`config.mk`:
```
export PLATFORM = sky130hd
export DESIGN_NAME = sensor_link
export DESIGN_NICKNAME = d
export VERILOG_FILES = /design/src/logic/sensor_link.v
export VERILOG_INCLUDE_DIRS = /design/src /design/src/logic
export SDC_FILE = /design/constraint.sdc
export NUM_CORES = 1
export LEC_CHECK = 0
export BUFFER_PORTS_ARGS = -buffer_cell sky130_fd_sc_hd__buf_2
export CORE_UTILIZATION = 55
export CTS_CLUSTER_DIAMETER = 30
export CTS_CLUSTER_SIZE = 16
export DETAILED_ROUTE_END_ITERATION = 8
export GPL_ROUTABILITY_DRIVEN = 0
export PLACE_DENSITY = 0.73
export SYNTH_ARGS = -nofsm -noshare
export SYNTH_HDL_FRONTEND = slang
export SYNTH_SLANG_ARGS = --single-unit
```
`constraint.sdc`:
```
create_clock -name clk_sys -period 2.3 [get_ports clk_sys]
set_input_delay 0 -clock clk_sys [delete_from_list [all_inputs] [get_ports clk_sys]]
set_output_delay 0 -clock clk_sys [all_outputs]
set_load 0.005 [all_outputs]
```
`src/logic/sensor_link_map.vh`:
```
// Constants for the humidity and temperature sensor serial command port
`ifndef SENSOR_LINK_MAP_VH
`define SENSOR_LINK_MAP_VH

`define DEV_ADDR 7'h70
`define CMD_STRETCH_T_FIRST 16'h7ca2
`define CMD_STRETCH_H_FIRST 16'h5c24
`define CMD_NOSTRETCH_T_FIRST 16'h7866
`define CMD_NOSTRETCH_H_FIRST 16'h58e0
`define CMD_SOFT_RESET 16'h805d

`define CRC_POLY 8'h31
`define CRC_INIT 8'hff

`define CLK_PERIOD_NS 25
// Typical figures; each stays inside the worst-case limit
`define POWER_UP_DELAY_NS 182000
`define SOFT_RESET_DELAY_NS 173000
`define CONVERSION_DURATION_NS 10800000
`define POWER_UP_CYCLES (`POWER_UP_DELAY_NS / `CLK_PERIOD_NS)
`define SOFT_RESET_CYCLES (`SOFT_RESET_DELAY_NS / `CLK_PERIOD_NS)
`define CONVERSION_CYCLES (`CONVERSION_DURATION_NS / `CLK_PERIOD_NS)
// Setup given to the first read bit before a held clock is freed
`define DATA_SETUP_CYCLES 4'h4

`endif

```
`src/logic/sensor_link.v`:
```
// Serial command port of the humidity and temperature sensor
`timescale 1ns/1ps
`include "sensor_link_map.vh"

module sensor_link #(
    parameter [31:0] POWER_UP_CYCLES = `POWER_UP_CYCLES,
    parameter [31:0] SOFT_RESET_CYCLES = `SOFT_RESET_CYCLES,
    parameter [31:0] CONVERSION_CYCLES = `CONVERSION_CYCLES
) (
    input wire clk_sys,
    input wire srst,
    input wire scl_in,
    input wire sda_in,
    output wire scl_out,
    output wire scl_oe,
    output wire sda_out,
    output reg sda_oe,
    input wire [15:0] humidity_value,
    input wire [15:0] temperature_value,
    output reg conversion_start,
    output reg conversion_busy,
    output wire idle
);

    localparam [5:0] ST_IDLE = 6'h01;
    localparam [5:0] ST_RX = 6'h02;
    localparam [5:0] ST_ACK = 6'h04;
    localparam [5:0] ST_TX = 6'h08;
    localparam [5:0] ST_MACK = 6'h10;
    localparam [5:0] ST_HOLD = 6'h20;

    function [7:0] crc8;
        input [15:0] d;
        integer i;
        reg [7:0] c;
        begin
            c = `CRC_INIT;
            for (i = 15; i >= 0; i = i - 1) begin
                if (c[7] ^ d[i])
                    c = {c[6:0], 1'b0} ^ `CRC_POLY;
                else
                    c = {c[6:0], 1'b0};
            end
            crc8 = c;
        end
    endfunction

    function [47:0] frame_of;
        input [15:0] first;
        input [15:0] second;
        begin
            frame_of = {first, crc8(first), second, crc8(second)};
        end
    endfunction

    // Three-stage pin synchronisers with agreement filter
    reg [2:0] scl_sync;
    reg [2:0] sda_sync;
    reg scl_f;
    reg sda_f;
    reg scl_p;
    reg sda_p;

    always @(posedge clk_sys) begin
        if (srst) begin
            scl_sync <= 3'h7;
            sda_sync <= 3'h7;
            scl_f <= 1'b1;
            sda_f <= 1'b1;
            scl_p <= 1'b1;
            sda_p <= 1'b1;
        end else begin
            scl_sync <= {scl_sync[1:0], scl_in};
            sda_sync <= {sda_sync[1:0], sda_in};
            if (scl_sync[1] == scl_sync[2])
                scl_f <= scl_sync[2];
            if (sda_sync[1] == sda_sync[2])
                sda_f <= sda_sync[2];
            scl_p <= scl_f;
            sda_p <= sda_f;
        end
    end

    wire scl_rise = scl_f & ~scl_p;
    wire scl_fall = ~scl_f & scl_p;
    wire bus_start = scl_f & scl_p & sda_p & ~sda_f;
    wire bus_stop = scl_f & scl_p & ~sda_p & sda_f;

    reg [5:0] st;
    reg [3:0] bit_cnt;
    reg [7:0] shreg;
    reg [1:0] kind;
    reg rw;
    reg [7:0] cmd_hi;
    reg [47:0] frame;
    reg [47:0] result;
    reg [2:0] byte_idx;
    reg mack;
    reg booting;
    reg stretch;
    reg t_first;
    reg data_ready;
    reg [19:0] wait_cnt;

    wire [15:0] cmd = {cmd_hi, shreg};
    wire addr_hit = shreg[7:1] == `DEV_ADDR;
    wire is_meas = cmd == `CMD_STRETCH_T_FIRST ||
        cmd == `CMD_STRETCH_H_FIRST || cmd == `CMD_NOSTRETCH_T_FIRST ||
        cmd == `CMD_NOSTRETCH_H_FIRST;
    wire cmd_stretch = cmd == `CMD_STRETCH_T_FIRST ||
        cmd == `CMD_STRETCH_H_FIRST;
    wire cmd_t_first = cmd == `CMD_STRETCH_T_FIRST ||
        cmd == `CMD_NOSTRETCH_T_FIRST;
    // Read headers need either a stretching conversion or stored results
    wire hdr_ok = addr_hit && !booting && (shreg[0] ?
        (conversion_busy ? stretch : data_ready) :
        !conversion_busy);

    assign scl_out = 1'b0;
    assign sda_out = 1'b0;
    assign scl_oe = st[5];
    assign idle = st[0] && !booting && !conversion_busy;

    always @(posedge clk_sys) begin
        if (srst) begin
            st <= ST_IDLE;
            bit_cnt <= 4'h0;
            shreg <= 8'h00;
            kind <= 2'h0;
            rw <= 1'b0;
            cmd_hi <= 8'h00;
            frame <= 48'h0;
            result <= 48'h0;
            byte_idx <= 3'h0;
            mack <= 1'b0;
            sda_oe <= 1'b0;
            booting <= 1'b1;
            wait_cnt <= POWER_UP_CYCLES[19:0];
            stretch <= 1'b0;
            t_first <= 1'b0;
            data_ready <= 1'b0;
            conversion_start <= 1'b0;
            conversion_busy <= 1'b0;
        end else begin
            conversion_start <= 1'b0;
            // Shared timer: boot/soft reset and conversion never overlap
            if (wait_cnt != 20'h0)
                wait_cnt <= wait_cnt - 20'h1;
            if (booting && wait_cnt == 20'h1)
                booting <= 1'b0;
            if (conversion_busy && wait_cnt == 20'h1) begin
                conversion_busy <= 1'b0;
                data_ready <= 1'b1;
                result <= t_first ?
                    frame_of(temperature_value, humidity_value) :
                    frame_of(humidity_value, temperature_value);
            end
            if (bus_start) begin
                st <= ST_RX;
                bit_cnt <= 4'h0;
                kind <= 2'h0;
                sda_oe <= 1'b0;
            end else if (bus_stop) begin
                st <= ST_IDLE;
                sda_oe <= 1'b0;
            end else begin
                case (st)
                ST_RX: begin
                    if (scl_rise) begin
                        shreg <= {shreg[6:0], sda_f};
                        bit_cnt <= bit_cnt + 4'h1;
                    end else if (scl_fall && bit_cnt == 4'h8) begin
                        bit_cnt <= 4'h0;
                        if (kind == 2'h0) begin
                            rw <= shreg[0];
                            if (hdr_ok) begin
                                sda_oe <= 1'b1;
                                st <= ST_ACK;
                            end else begin
                                st <= ST_IDLE;
                            end
                        end else begin
                            sda_oe <= 1'b1;
                            st <= ST_ACK;
                            if (kind == 2'h1)
                                cmd_hi <= shreg;
                            else if (is_meas) begin
                                conversion_start <= 1'b1;
                                conversion_busy <= 1'b1;
                                data_ready <= 1'b0;
                                stretch <= cmd_stretch;
                                t_first <= cmd_t_first;
                                wait_cnt <= CONVERSION_CYCLES[19:0];
                            end else if (cmd == `CMD_SOFT_RESET) begin
                                booting <= 1'b1;
                                data_ready <= 1'b0;
                                wait_cnt <= SOFT_RESET_CYCLES[19:0];
                            end
                        end
                    end
                end
                ST_ACK: begin
                    if (scl_fall) begin
                        sda_oe <= 1'b0;
                        if (kind == 2'h0 && rw) begin
                            if (conversion_busy) begin
                                st <= ST_HOLD;
                            end else begin
                                frame <= result;
                                byte_idx <= 3'h0;
                                sda_oe <= ~result[47];
                                st <= ST_TX;
                            end
                        end else if (kind == 2'h2) begin
                            st <= ST_IDLE;
                        end else begin
                            kind <= kind + 2'h1;
                            st <= ST_RX;
                        end
                    end
                end
                ST_HOLD: begin
                    // SCL stays low until results are latched, then a
                    // few cycles more so the first bit settles first
                    if (!conversion_busy) begin
                        frame <= result;
                        byte_idx <= 3'h0;
                        sda_oe <= ~result[47];
                        bit_cnt <= bit_cnt + 4'h1;
                        if (bit_cnt == `DATA_SETUP_CYCLES) begin
                            bit_cnt <= 4'h0;
                            st <= ST_TX;
                        end
                    end
                end
                ST_TX: begin
                    if (scl_fall) begin
                        frame <= {frame[46:0], 1'b0};
                        bit_cnt <= bit_cnt + 4'h1;
                        if (bit_cnt == 4'h7) begin
                            bit_cnt <= 4'h0;
                            sda_oe <= 1'b0;
                            st <= ST_MACK;
                        end else begin
                            sda_oe <= ~frame[46];
                        end
                    end
                end
                ST_MACK: begin
                    if (scl_rise)
                        mack <= ~sda_f;
                    else if (scl_fall) begin
                        if (mack && byte_idx != 3'h5) begin
                            byte_idx <= byte_idx + 3'h1;
                            sda_oe <= ~frame[47];
                            st <= ST_TX;
                        end else begin
                            st <= ST_IDLE;
                        end
                    end
                end
                default: begin
                    st <= ST_IDLE;
                end
                endcase
            end
        end
    end

endmodule

```
Word-level counts from Yosys, hierarchy flattened
Index checks and enable logic that the tools add are counted.
{ "word_totals": {"ff_bits": 166} }
{ "op_classes": {"add_sub_neg": 4, "n_eq_ne": 42, "n_mux": 186, "bitwise_logic": 83, "n_reduce_logical": 36} }
{ "op_table": {"columns": ["cell", "n"], "rows": [
  ["$mux 8", 60],
  ["$mux 6", 44],
  ["$mux 48", 5],
  ["$mux 20", 10],
  ["$pmux 48 s3", 1],
  ["$not 3->3", 30],
  ["$eq 16x15->1 const B", 4],
  ["$mux 1", 45],
  ["$ne 4x4->1 const B", 9],
  ["$pmux 6 s5", 1],
  ["$xor 1x1->1", 30],
  ["$mux 4", 7],
  ["$ne 2x2->1 const B", 11],
  ["$mux 3", 7],
  ["$eq 20x1->1 const B", 1],
  ["$reduce_bool 20->1", 1],
  ["$sub 20x1->20 const B", 1],
  ["$reduce_and 9->1", 2],
  ["$eq 16x16->1 const B", 1],
  ["$not 1->1", 16],
  ["$reduce_and 8->1", 2],
  ["$pmux 4 s3", 1],
  ["$reduce_and 6->1", 2],
  ["$reduce_and 10->1", 1],
  ["other kinds (31)", 59]
]} }

Depth between registers and ports, before layout
Gate-level depths: netlist of run 1.
{ "logic_depth": {"ltp_word": 63, "depth_mapped": 10, "depth_no_buf": 8} }

Worst setup path after synthesis of run 1
Ideal clock, no wire load.
{ "synth_path": {"path_kind": "register to register", "from": "register st[0]", "to": "register sda_oe", "setup_time_ns": 0.070, "arrival_time_ns": 2.012, "slack_ns": 0.218, "stages_incl_launch_ff": 8, "path_cell_list": "dfxtp_1 buf_2 or4_4 nor2_4 a41oi_1 o211a_1 or4_1 a21oi_1"} }
{ "synth_between": {"elab_chain_len": 3, "elab_cells_between_ends": 17, "classes_between": "eq/ne (14); mux (1); reduce/logical (2)"} }
{ "synth_lines": {"columns": ["element", "line", "source"], "rows": [
  ["from (decl)", "sensor_link.v:89", "reg [5:0] st;"],
  ["from (signal assigned)", "sensor_link.v:126", "st <= ST_IDLE;"],
  ["from (signal assigned)", "sensor_link.v:159", "st <= ST_RX;"],
  ["from (signal assigned)", "sensor_link.v:164", "st <= ST_IDLE;"],
  ["$eq 6x2->1, or another cell as far along", "sensor_link.v:167", "case (st)"],
  ["$ne 3x3->1 (no line), or another cell as far along", null, null],
  ["$reduce_and 10->1 (no line)", null, null],
  ["to (signal assigned)", "sensor_link.v:211", "sda_oe <= ~result[47];"],
  ["to (signal assigned)", "sensor_link.v:228", "sda_oe <= ~result[47];"],
  ["to (signal assigned)", "sensor_link.v:245", "sda_oe <= ~frame[46];"],
  ["to (decl)", "sensor_link.v:17", "output reg sda_oe,"]
]} }
Parallel ways exist; a longest one is shown, timed or not.
A chain may end at the register's enable or synchronous reset.

Worst setup path in the final report of run 1
{ "layout_path": {"from": "register st[1]", "to": "register sda_oe"} }
Same word-level chain as after synthesis.

==> impl_results.md, run 1 <==
- Critical Path AT: 2.59 ns
- Post-route DRC: 0
- I/O Buffers: 40
- Primary FF master, synth: dfxtp_1
- Diodes inserted: 0
- Synth area leader: dfxtp_1
- First-pass GRT wire length: 34100 um
- Iter 0 DRT Violations: 567
- Max-Cap Viols: 0
- Worst Hold Launch: temperature_value[9]
- Crit. End Element: register
- Final Hold Fails: 0
- Min Hold Slack: 0.0100 ns
- Max Root-Sink Buffers: 2
- Sink Count: 166
- Worst VDD drop: 0.553 mV
- Mapped Avg Cell Area: 9.39 um2
- R2R cell count: 6
- Initial antenna violation count: 0
- Final slew viol count: 0
- Die Span Y: 130 um
- Final period util: 97.5%
- Clock Latency Late Sink: 0.43 ns
- EDFF count, synth: 0
- Yosys cell types: 82
- Fin cells: 1254
- TritonCTS clock tree: yes
- Worst min-delay path class: in2reg
- Final Util: 66.3%
- Simple-gate share of the synthesized area: 17.5%
- Main combinational cell family by area after synthesis: simple AND/OR/NAND/NOR gates
- Fmax: 0.446 GHz
- Remaining Overflow, GRT: 0
- Routed WL: 21600 um
- Min Tclk post-route: 2.24 ns
- Total die area: 17000 um2
- XOR/XNOR Fraction of Synth Area: 11.2%
- Ys async rst share: 0%
- Yosys warns: 0
- Setup-failing EPs final: 0
- Pwr dens: 633 nW/um2
- Rel. slew slack: 41.5%
- Detailed Routing Iterations Pass 1: 4
- Area growth from synthesis to layout: 16.8%
- Actual slew at the worst max-slew pin: 0.869 ns
- Root buf cell: clkbuf_16
- Crit Path Class: reg2reg
- Clk_skew: 0.00718 ns
- Area share of fa/ha/maj cells after synthesis: 1.52%
- Core area: 15900 um2
- Worst EP required: 2.65 ns
- Synth Area in Compound Gates: 16.2%
- Top cell type's share of synthesized area: 36.7%
- CTS clk-pin slew, worst paths: 0.07 ns
- Routed Antenna Nets: 0
- Wire per inst: 17.2 um
- Largest net degree at the start of global routing: 127
- Top cells by count, synth: dfxtp_1 (166), nor2_1 (157), mux2i_1 (104), a211oi_1 (55), xnor2_1 (47)
- FF-to-FF setup slack: 0.06 ns
- Final layout net count: 1072
- Worst Path Max Fanout: 12
- Ports: 43
- Die W: 130 um
- H-tree depth: 4
- Placed Cells: 1193
- Num CTS Buffers: 17
- Share of cells above drive strength 1: 19.5%
- GRT Util Overall: 25.8%
- Pwr Total: 6.69 mW
- Initial Util: 56.7%
- Post-synthesis mux area share: 11.6%
- Synth Cell Area: 9040 um2
- Status: complete, no violations
- FF-to-FF Start: st[1]$_SDFFE_PP0P_
- Hold path endpoint: result[17]$_SDFFE_PP0P_
- Hold path depth: 3
- Sequential fraction of the synthesis area: 36.7%
- Yosys reg bits: 166
- Ranking of synthesized cells by area: dfxtp_1 (37%), mux2i_1 (12%), nor2_1 (6.5%), a211oi_1 (4.6%), xnor2_1 (4.6%)
- HPWL after detailed placement: 13800 um
- Reg-to-Reg End: sda_oe$_SDFFE_PP0P_
- Static leakage: 4.10 nW
- Most frequent cell after synthesis: dfxtp_1
- Post-Syn Instances: 963
- Total negative slack: 0 ns
- CP Launch Point: st[1]$_SDFFE_PP0P_
- CP Launch Type: register
- Vias: 7308
- Std cell rows: 46
- Filler cells: 1292
- Via density: 5.83
- Vias in the first global route: 6714
state kept, by name, indices dropped and copies added, names as in the netlist, 2 cells and up:
signal / flops
kind: 2
frame: 48
shreg: 8
scl_sync: 3
byte_idx: 3
st: 6
result: 48
sda_sync: 3
bit_cnt: 4
wait_cnt: 20
cmd_hi: 8
per-stage QoR:
step / cell area [um2] / setup WS [ns]
2_1_floorplan: 9050 / 0.218
3_3_place_gp: 9550 / 0.0510
3_5_place_dp: 9550 / -0.105
4_1_cts: 10400 / 0.0273
5_1_grt: 10600 / -0.0278
6_report: 10600 / 0.0575
placed cells by master (no fill, tap or decap), drive strengths merged, types with 3 or more instances in the layout:
| cell | Yosys | final |
|---|---|---|
| a21o | 4 | 4 |
| dfxtp | 166 | 166 |
| nor4 | 12 | 12 |
| a211oi | 87 | 87 |
| nor2 | 159 | 159 |
| nor3 | 15 | 15 |
| nor2b | 6 | 6 |
| and2 | 3 | 3 |
| or3 | 6 | 6 |
| nand2b | 7 | 7 |
| nand3b | 5 | 5 |
| nor3b | 4 | 4 |
| nand4b | 3 | 3 |
| a21boi | 4 | 4 |
| nand4 | 6 | 6 |
| o211ai | 5 | 5 |
| o31ai | 3 | 3 |
| or4 | 5 | 5 |
| clkinvlp | 0 | 4 |
| inv | 15 | 17 |
| xnor2 | 50 | 50 |
| buf | 38 | 86 |
| xor2 | 27 | 27 |
| nor4bb | 4 | 4 |
| a21oi | 26 | 26 |
| a22oi | 3 | 3 |
| xnor3 | 11 | 11 |
| nand2 | 34 | 34 |
| a31oi | 5 | 5 |
| o21ai | 21 | 21 |
| dlygate4sd3 | 0 | 24 |
| ha | 11 | 11 |
| clkbuf | 33 | 24 |
| nand3 | 25 | 25 |
| or2 | 8 | 8 |
| o211a | 4 | 4 |
| mux2i | 104 | 104 |
| clkinv | 0 | 3 |
| and3 | 7 | 7 |
worst max path at each step:
stage                              endpoint  cells past startpoint
floorplan               sda_oe$_SDFFE_PP0P_                      7
global placement    bit_cnt[3]$_SDFFE_PP0P_                      6
detailed placement  bit_cnt[3]$_SDFFE_PP0P_                      6
CTS                  frame[39]$_SDFFE_PP0P_                      8
global route         frame[30]$_SDFFE_PP0P_                      7
finish                  sda_oe$_SDFFE_PP0P_                      6
where the power goes:
| group | total [mW] | switching [mW] | internal (mW) | leakage [nW] |
|---|---|---|---|---|
| logic | 1.01 | 0.519 | 0.490 | 2.49 |
| clock network | 2.77 | 1.18 | 1.58 | 0.269 |
| registers | 2.92 | 0.0225 | 2.90 | 1.34 |
timing repair:
item / in CTS / in global routing
resized for setup: 4 / 20
buffers inserted: 2 / 0
endpoints found under the hold margin: 19 / 0
setup endpoints to repair: 12 / 59
hold buffers: 24 / 0
gates cloned: 1 / 2
pin swaps: 1 / 3
layer usage:
layer / global-route usage, % / routed length [um] / part of all wire (%) / up-vias
li1: - / - / - / 3567
met1: 35.6 / 10200 / 47 / 3544
met2: 39.3 / 10100 / 47 / 158
met3: 5.21 / 916 / 4.2 / 39
met4: 10.5 / 476 / 2.2 / 0
met5: 0 / 0 / 0 / -
layout make-up:
type | instances | area, um2 | area share [%]
clock buffer | 22 | 474 | 4.49
multi-input combinational | 712 | 5360 | 50.7
clock inverter | 10 | 96.3 | 0.912
inverter | 15 | 56.3 | 0.533
timing repair buffer | 113 | 978 | 9.26
sequential | 166 | 3330 | 31.5
tap | 216 | 270 | 2.56
cells by family (layout without fill, tap and decap cells):
logic type               Yosys count  in the layout
XOR/XNOR                          90             90
AO/OA/AOI/OAI                    184            184
buffers and inverters             86            160
flip-flops                       166            166
multiplexers                     105            105
other                              1              2
adder cells (fa/ha/maj)           11             11
AND/OR/NAND/NOR                  320            320
worst max-delay path: stages (launching register included):
cell     delay [ns]
dfxtp_1        0.60
or4_4          0.26
nor2_2         0.07
a221o_1        0.41
a21o_1         0.19
or4_1          0.46
a21oi_1        0.17
Power figures use the tool's default switching activity.
==> inputs of run 2 (changes only) <==
Clock period 2.3 ns to 2.41 ns, I/O delays scaled along.
==> run 2 against run 1 <==
Net effect: combinational power down 7%; via count down 2.1%; flip-flop and latch count unchanged; fmax down 2.2%; critical path depth up 1; clock power about the same; setup slack better by 0.060 ns; final cell count down 1.3%; register-to-register slack better by 0.06 ns; final area down 2.3%; worst hold slack better by 0.011 ns.
==> impl_results.md, run 2 (same netlist as run 1, synthesis figures left out) <==
- Clock Latency Late Sink: 0.43 ns
- Min Hold Slack: 0.0207 ns
- Static leakage: 4.01 nW
- Pwr dens: 632 nW/um2
- Min Tclk post-route: 2.29 ns
- Status: complete, no violations
- Clk_skew: 0.00847 ns
- Sink Count: 166
- Worst VDD drop: 0.517 mV
- Wire per inst: 16.3 um
- Postcts setup bufs: 0
- Post-route DRC: 0
- Actual slew at the worst max-slew pin: 0.629 ns
- Final instance area: 10300 um2
- Max Root-Sink Buffers: 2
- Routed Antenna Nets: 0
- Core area: 15900 um2
- Worst min-delay path class: in2reg
- Rel. slew slack: 58.1%
- RSZ-0062 raised after global routing: no
- Num CTS Buffers: 17
- Std cell rows: 46
- Share of cells above drive strength 1: 17.1%
- Fmax: 0.436 GHz
- GRT Util Overall: 25.3%
- Largest regs: frame x48, result x48, wait_cnt x20
- Via density: 5.78
- Worst EP required: 2.75 ns
- Area growth from synthesis to layout: 14.2%
- I/O Buffers: 40
- Diodes inserted: 0
- Crit Path Class: reg2reg
- Initial Util: 56.7%
- Vias: 7153
- Post-Place Worst Slack: 0.174 ns
- Die Span Y: 130 um
- Most frequent cells in the layout: dfxtp_1 (165), nor2_1 (156), mux2i_1 (104)
- Final Hold Fails: 0
- Root buf cell: clkbuf_16
- HPWL after detailed placement: 13700 um
- Pwr Total: 6.52 mW
- Setup-failing EPs final: 0
- Largest net degree at the start of global routing: 127
- Ports: 43
- Total negative slack: 0 ns
- Setup WS post-layout: 0.118 ns
- Final layout net count: 1057
- Total die area: 17000 um2
- CP Launch Type: register
- Max-Cap Viols: 0
- Die W: 130 um
- Final slew viol count: 0
- Remaining Overflow, GRT: 0
- Vias in the first global route: 6758
- CTS clk-pin slew, worst paths: 0.06 ns
- Critical Path AT: 2.63 ns
- Worst Path Max Fanout: 37
- TritonCTS clock tree: yes
- Most common cell after layout, fill and taps aside: dfxtp_1
- Routed WL: 20200 um
- Post-DP Area: 9520 um2
- H-tree depth: 4
- Crit. End Element: register
- Final period util: 95.1%
- Iter 0 DRT Violations: 583
- First-pass GRT wire length: 33900 um
- Initial antenna violation count: 0
- Detailed Routing Iterations Pass 1: 4
run 2: repair_timing:
action | CTS | global route
resized for setup | 0 | 3
hold endpoints to repair | 12 | 0
endpoints found under the setup margin | 0 | 2
hold buffers | 18 | 0
run 2: final timing paths:
kind,startpoint,end,slack (ns),depth (start not counted)
setup / recovery,wait_cnt[15]$_SDFF_PP0_,result[15]$_SDFFE_PP0P_,0.12,7
hold / removal,temperature_value[7],result[15]$_SDFFE_PP0P_,0.02,3
setup reg to reg,wait_cnt[15]$_SDFF_PP0_,result[15]$_SDFFE_PP0P_,0.12,7
hold reg to reg,scl_sync[0]$_SDFF_PP1_,scl_sync[1]$_SDFF_PP1_,0.41,1
run 2: routing by layer:
layer / track usage [%] / wire, um
met4: 10.3 / 437
met3: 4.02 / 681
met1: 35.7 / 9780
met2: 38.6 / 9260
met5: 0 / 0
run 2: area by class of cell:
cell class | count | area [um2]
flip-flops and latches | 166 | 3320
repair buffers | 98 | 771
fillers | 1307 | 5620
inverters | 15 | 56.3
clock inverters | 7 | 119
multi-input cells | 712 | 5290
well taps | 216 | 270
clock buffers | 24 | 492
run 2: critical path, cell delays in order (launching register included):
cell and delay [ns]:
dfxtp_1 0.35, nor4_1 0.53, and2_1 0.27, and4_1 0.23, and2_2 0.26, buf_12 0.24, nor2_1 0.09, a211oi_2 0.21
run 2: per-stage QoR:
step,instances,util [%]
final,1238,64.8
after global routing,1238,64.8
after CTS,1238,64.7
after detailed placement,1189,59.7
after global placement,1189,59.7
after floorplan,964,-
run 2: report_power, final:
part	internal (mW)	switching, mW
Combinational	0.460	0.475
Sequential	2.77	0.0207
Clock	1.73	1.07
==> inputs of run 3 (changes only) <==
Clock period 2.41 ns to 2.7 ns, I/O delays scaled along.
==> run 3 against run 2 <==
Net effect: power is 11% lower; combinational power decreased by 10%; final area shrank 2.1%; clock-buffer cell count shrank 6; die area unchanged; utilization down 1.3 points; first-iteration DRC count down 6.3%; final cell count decreased by 1.4%; via count is 1.1% lower.
==> impl_results.md, run 3 (same netlist as run 1, synthesis figures left out) <==
- Clk_skew: 0.0109 ns
- Register area: 3320 um2
- Std cell rows: 46
- Min Tclk post-route: 2.50 ns
- Final period util: 92.5%
- Sw Share: 26.3%
- Root buf cell: clkbuf_16
- Fin cells: 1221
- Worst EP required: 3.07 ns
- Largest net degree at the start of global routing: 97
- Rel. slew slack: 39.7%
- Static leakage: 3.90 nW
- Part of the power in registers: 42.7%
- H-tree depth: 4
- Final layout net count: 1039
- Routed Antenna Nets: 0
- Total die area: 17000 um2
- Pwr Total: 5.82 mW
- Worst Path Max Fanout: 15
- Pwr dens: 575 nW/um2
- Worst VDD drop: 0.467 mV
- Share of cells above drive strength 1: 15.6%
- Area growth from synthesis to layout: 11.8%
- Post-DP Area: 9320 um2
- CP Launch Type: register
- Vias in the first global route: 6394
- Final Util: 63.4%
- Most common cell after layout, fill and taps aside: dfxtp_1
- Filler cells: 1287
- Status: complete, no violations
- Initial Util: 56.7%
- Most frequent cells in the layout: dfxtp_1 (165), nor2_1 (157), mux2i_1 (104)
- Crit Path Class: reg2reg
- FF-to-FF setup slack: 0.20 ns
- Final Hold Fails: 0
- Worst min-delay path class: in2reg
- Postcts setup bufs: 0
- Placed Cells: 1170
- Final slew viol count: 0
- Routed WL: 20100 um
- Die Span Y: 130 um
- HPWL after detailed placement: 13100 um
- Iter 0 DRT Violations: 546
- First-pass GRT wire length: 32300 um
- Via density: 5.79
- Crit path cell chain: nand2b_1 > or3_1 > a211oi_1 > o221ai_1 > or4_1 > a21oi_1
- Initial antenna violation count: 0
- CP max stage cell: dfxtp_1
- Actual slew at the worst max-slew pin: 0.895 ns
- Core area: 15900 um2
- Vias: 7072
- Detailed Routing Iterations Pass 1: 5
- Clock Latency Late Sink: 0.43 ns
- P_sw: 1.53 mW
- Sink Count: 166
- Num CTS Buffers: 17
- TritonCTS clock tree: yes
- Wire per inst: 16.5 um
- Clock Power Share: 42.9%
- Post-route DRC: 0
- Fmax: 0.401 GHz
- RSZ-0062 raised after global routing: no
- Max Root-Sink Buffers: 2
- Remaining Overflow, GRT: 0
- CTS resizes: 0
- Int Pwr: 4.29 mW
- Die W: 130 um
- Setup-failing EPs final: 0
- Total negative slack: 0 ns
- Crit. End Element: register
- Critical Path AT: 2.86 ns
- Ports: 43
- Final instance area: 10100 um2
- Diodes inserted: 0
- CP max stage delay: 0.63 ns
- Multi-input logic area: 5280 um2
- Largest regs: frame x48, result x48, wait_cnt x20
- CTS clk-pin slew, worst paths: 0.07 ns
- Power share of the combinational group: 14.4%
- Max-Cap Viols: 0
- I/O Buffers: 40
- GRT Util Overall: 24.5%
run 3: cell types whose count changed in the layout (fill, tap and decap cells not counted), moves of 2 or more:
| cell | before | now |
|---|---|---|
| a211oi_1 | 53 | 55 |
| a211oi_2 | 34 | 32 |
| buf_12 | 7 | 2 |
| buf_4 | 34 | 20 |
| clkbuf_1 | 3 | 0 |
| clkbuf_8 | 4 | 1 |
| clkinv_4 | 1 | 4 |
| inv_6 | 0 | 4 |
| inv_8 | 0 | 2 |
run 3: final cells by class:
type	instances	area share, %
multi-input cells	712	52.2
flip-flops and latches	166	32.9
repair buffers	80	5.69
clock buffers	18	4.34
well taps	216	2.67
clock inverters	14	1.63
inverters	15	0.557
run 3: final timing paths:
| check | start | depth (start not counted) | to |
|---|---|---|---|
| max reg2reg | st[5]$_SDFFE_PP0P_ | 6 | sda_oe$_SDFFE_PP0P_ |
| min | humidity_value[7] | 3 | result[39]$_SDFFE_PP0P_ |
| max | st[5]$_SDFFE_PP0P_ | 6 | sda_oe$_SDFFE_PP0P_ |
| min reg2reg | sda_sync[0]$_SDFF_PP1_ | 1 | sda_sync[1]$_SDFF_PP1_ |
run 3: critical path, delay by kind of cell, from the launching register on:
kind            cells  cell delay [ns]
simple gates        3             1.09
compound gates      3             0.71
flops               1             0.63
run 3: power by group through the flow:
stage | sequential (mW) | clock, mW | combinational [mW]
5_1_grt | 2.49 | 2.63 | 0.894
3_3_place_gp | 2.54 | 0 | 0.800
3_5_place_dp | 2.54 | 0 | 0.803
2_1_floorplan | 2.54 | 0 | 0.641
6_report | 2.49 | 2.49 | 0.838
4_1_cts | 2.49 | 2.53 | 0.830
run 3: through the flow:
| step | setup WS, ns | hold WS [ns] |
|---|---|---|
| 2_1_floorplan | 0.618 | 0.104 |
| 3_3_place_gp | 0.307 | 0.185 |
| 3_5_place_dp | 0.305 | 0.184 |
| 4_1_cts | 0.246 | 0.00927 |
| 5_1_grt | 0.0804 | 0.0208 |
| 6_report | 0.204 | 0.0251 |
run 3: per-layer routing:
| metal | vias to the layer above | track usage, % | routed length, um | share of wire, % |
|---|---|---|---|---|
| li1 | 3492 | - | - | - |
| met1 | 3383 | 34.1 | 9910 | 49 |
| met2 | 161 | 36.5 | 9060 | 45 |
| met3 | 36 | 4.88 | 701 | 3.5 |
| met4 | 0 | 10.9 | 450 | 2.2 |
| met5 | - | 0 | 0 | 0 |
run 3: what timing repair did:
item | CTS | global route
endpoints found under the hold margin | 33 | 0
hold buffers | 19 | 0
setup endpoints to repair | 0 | 0
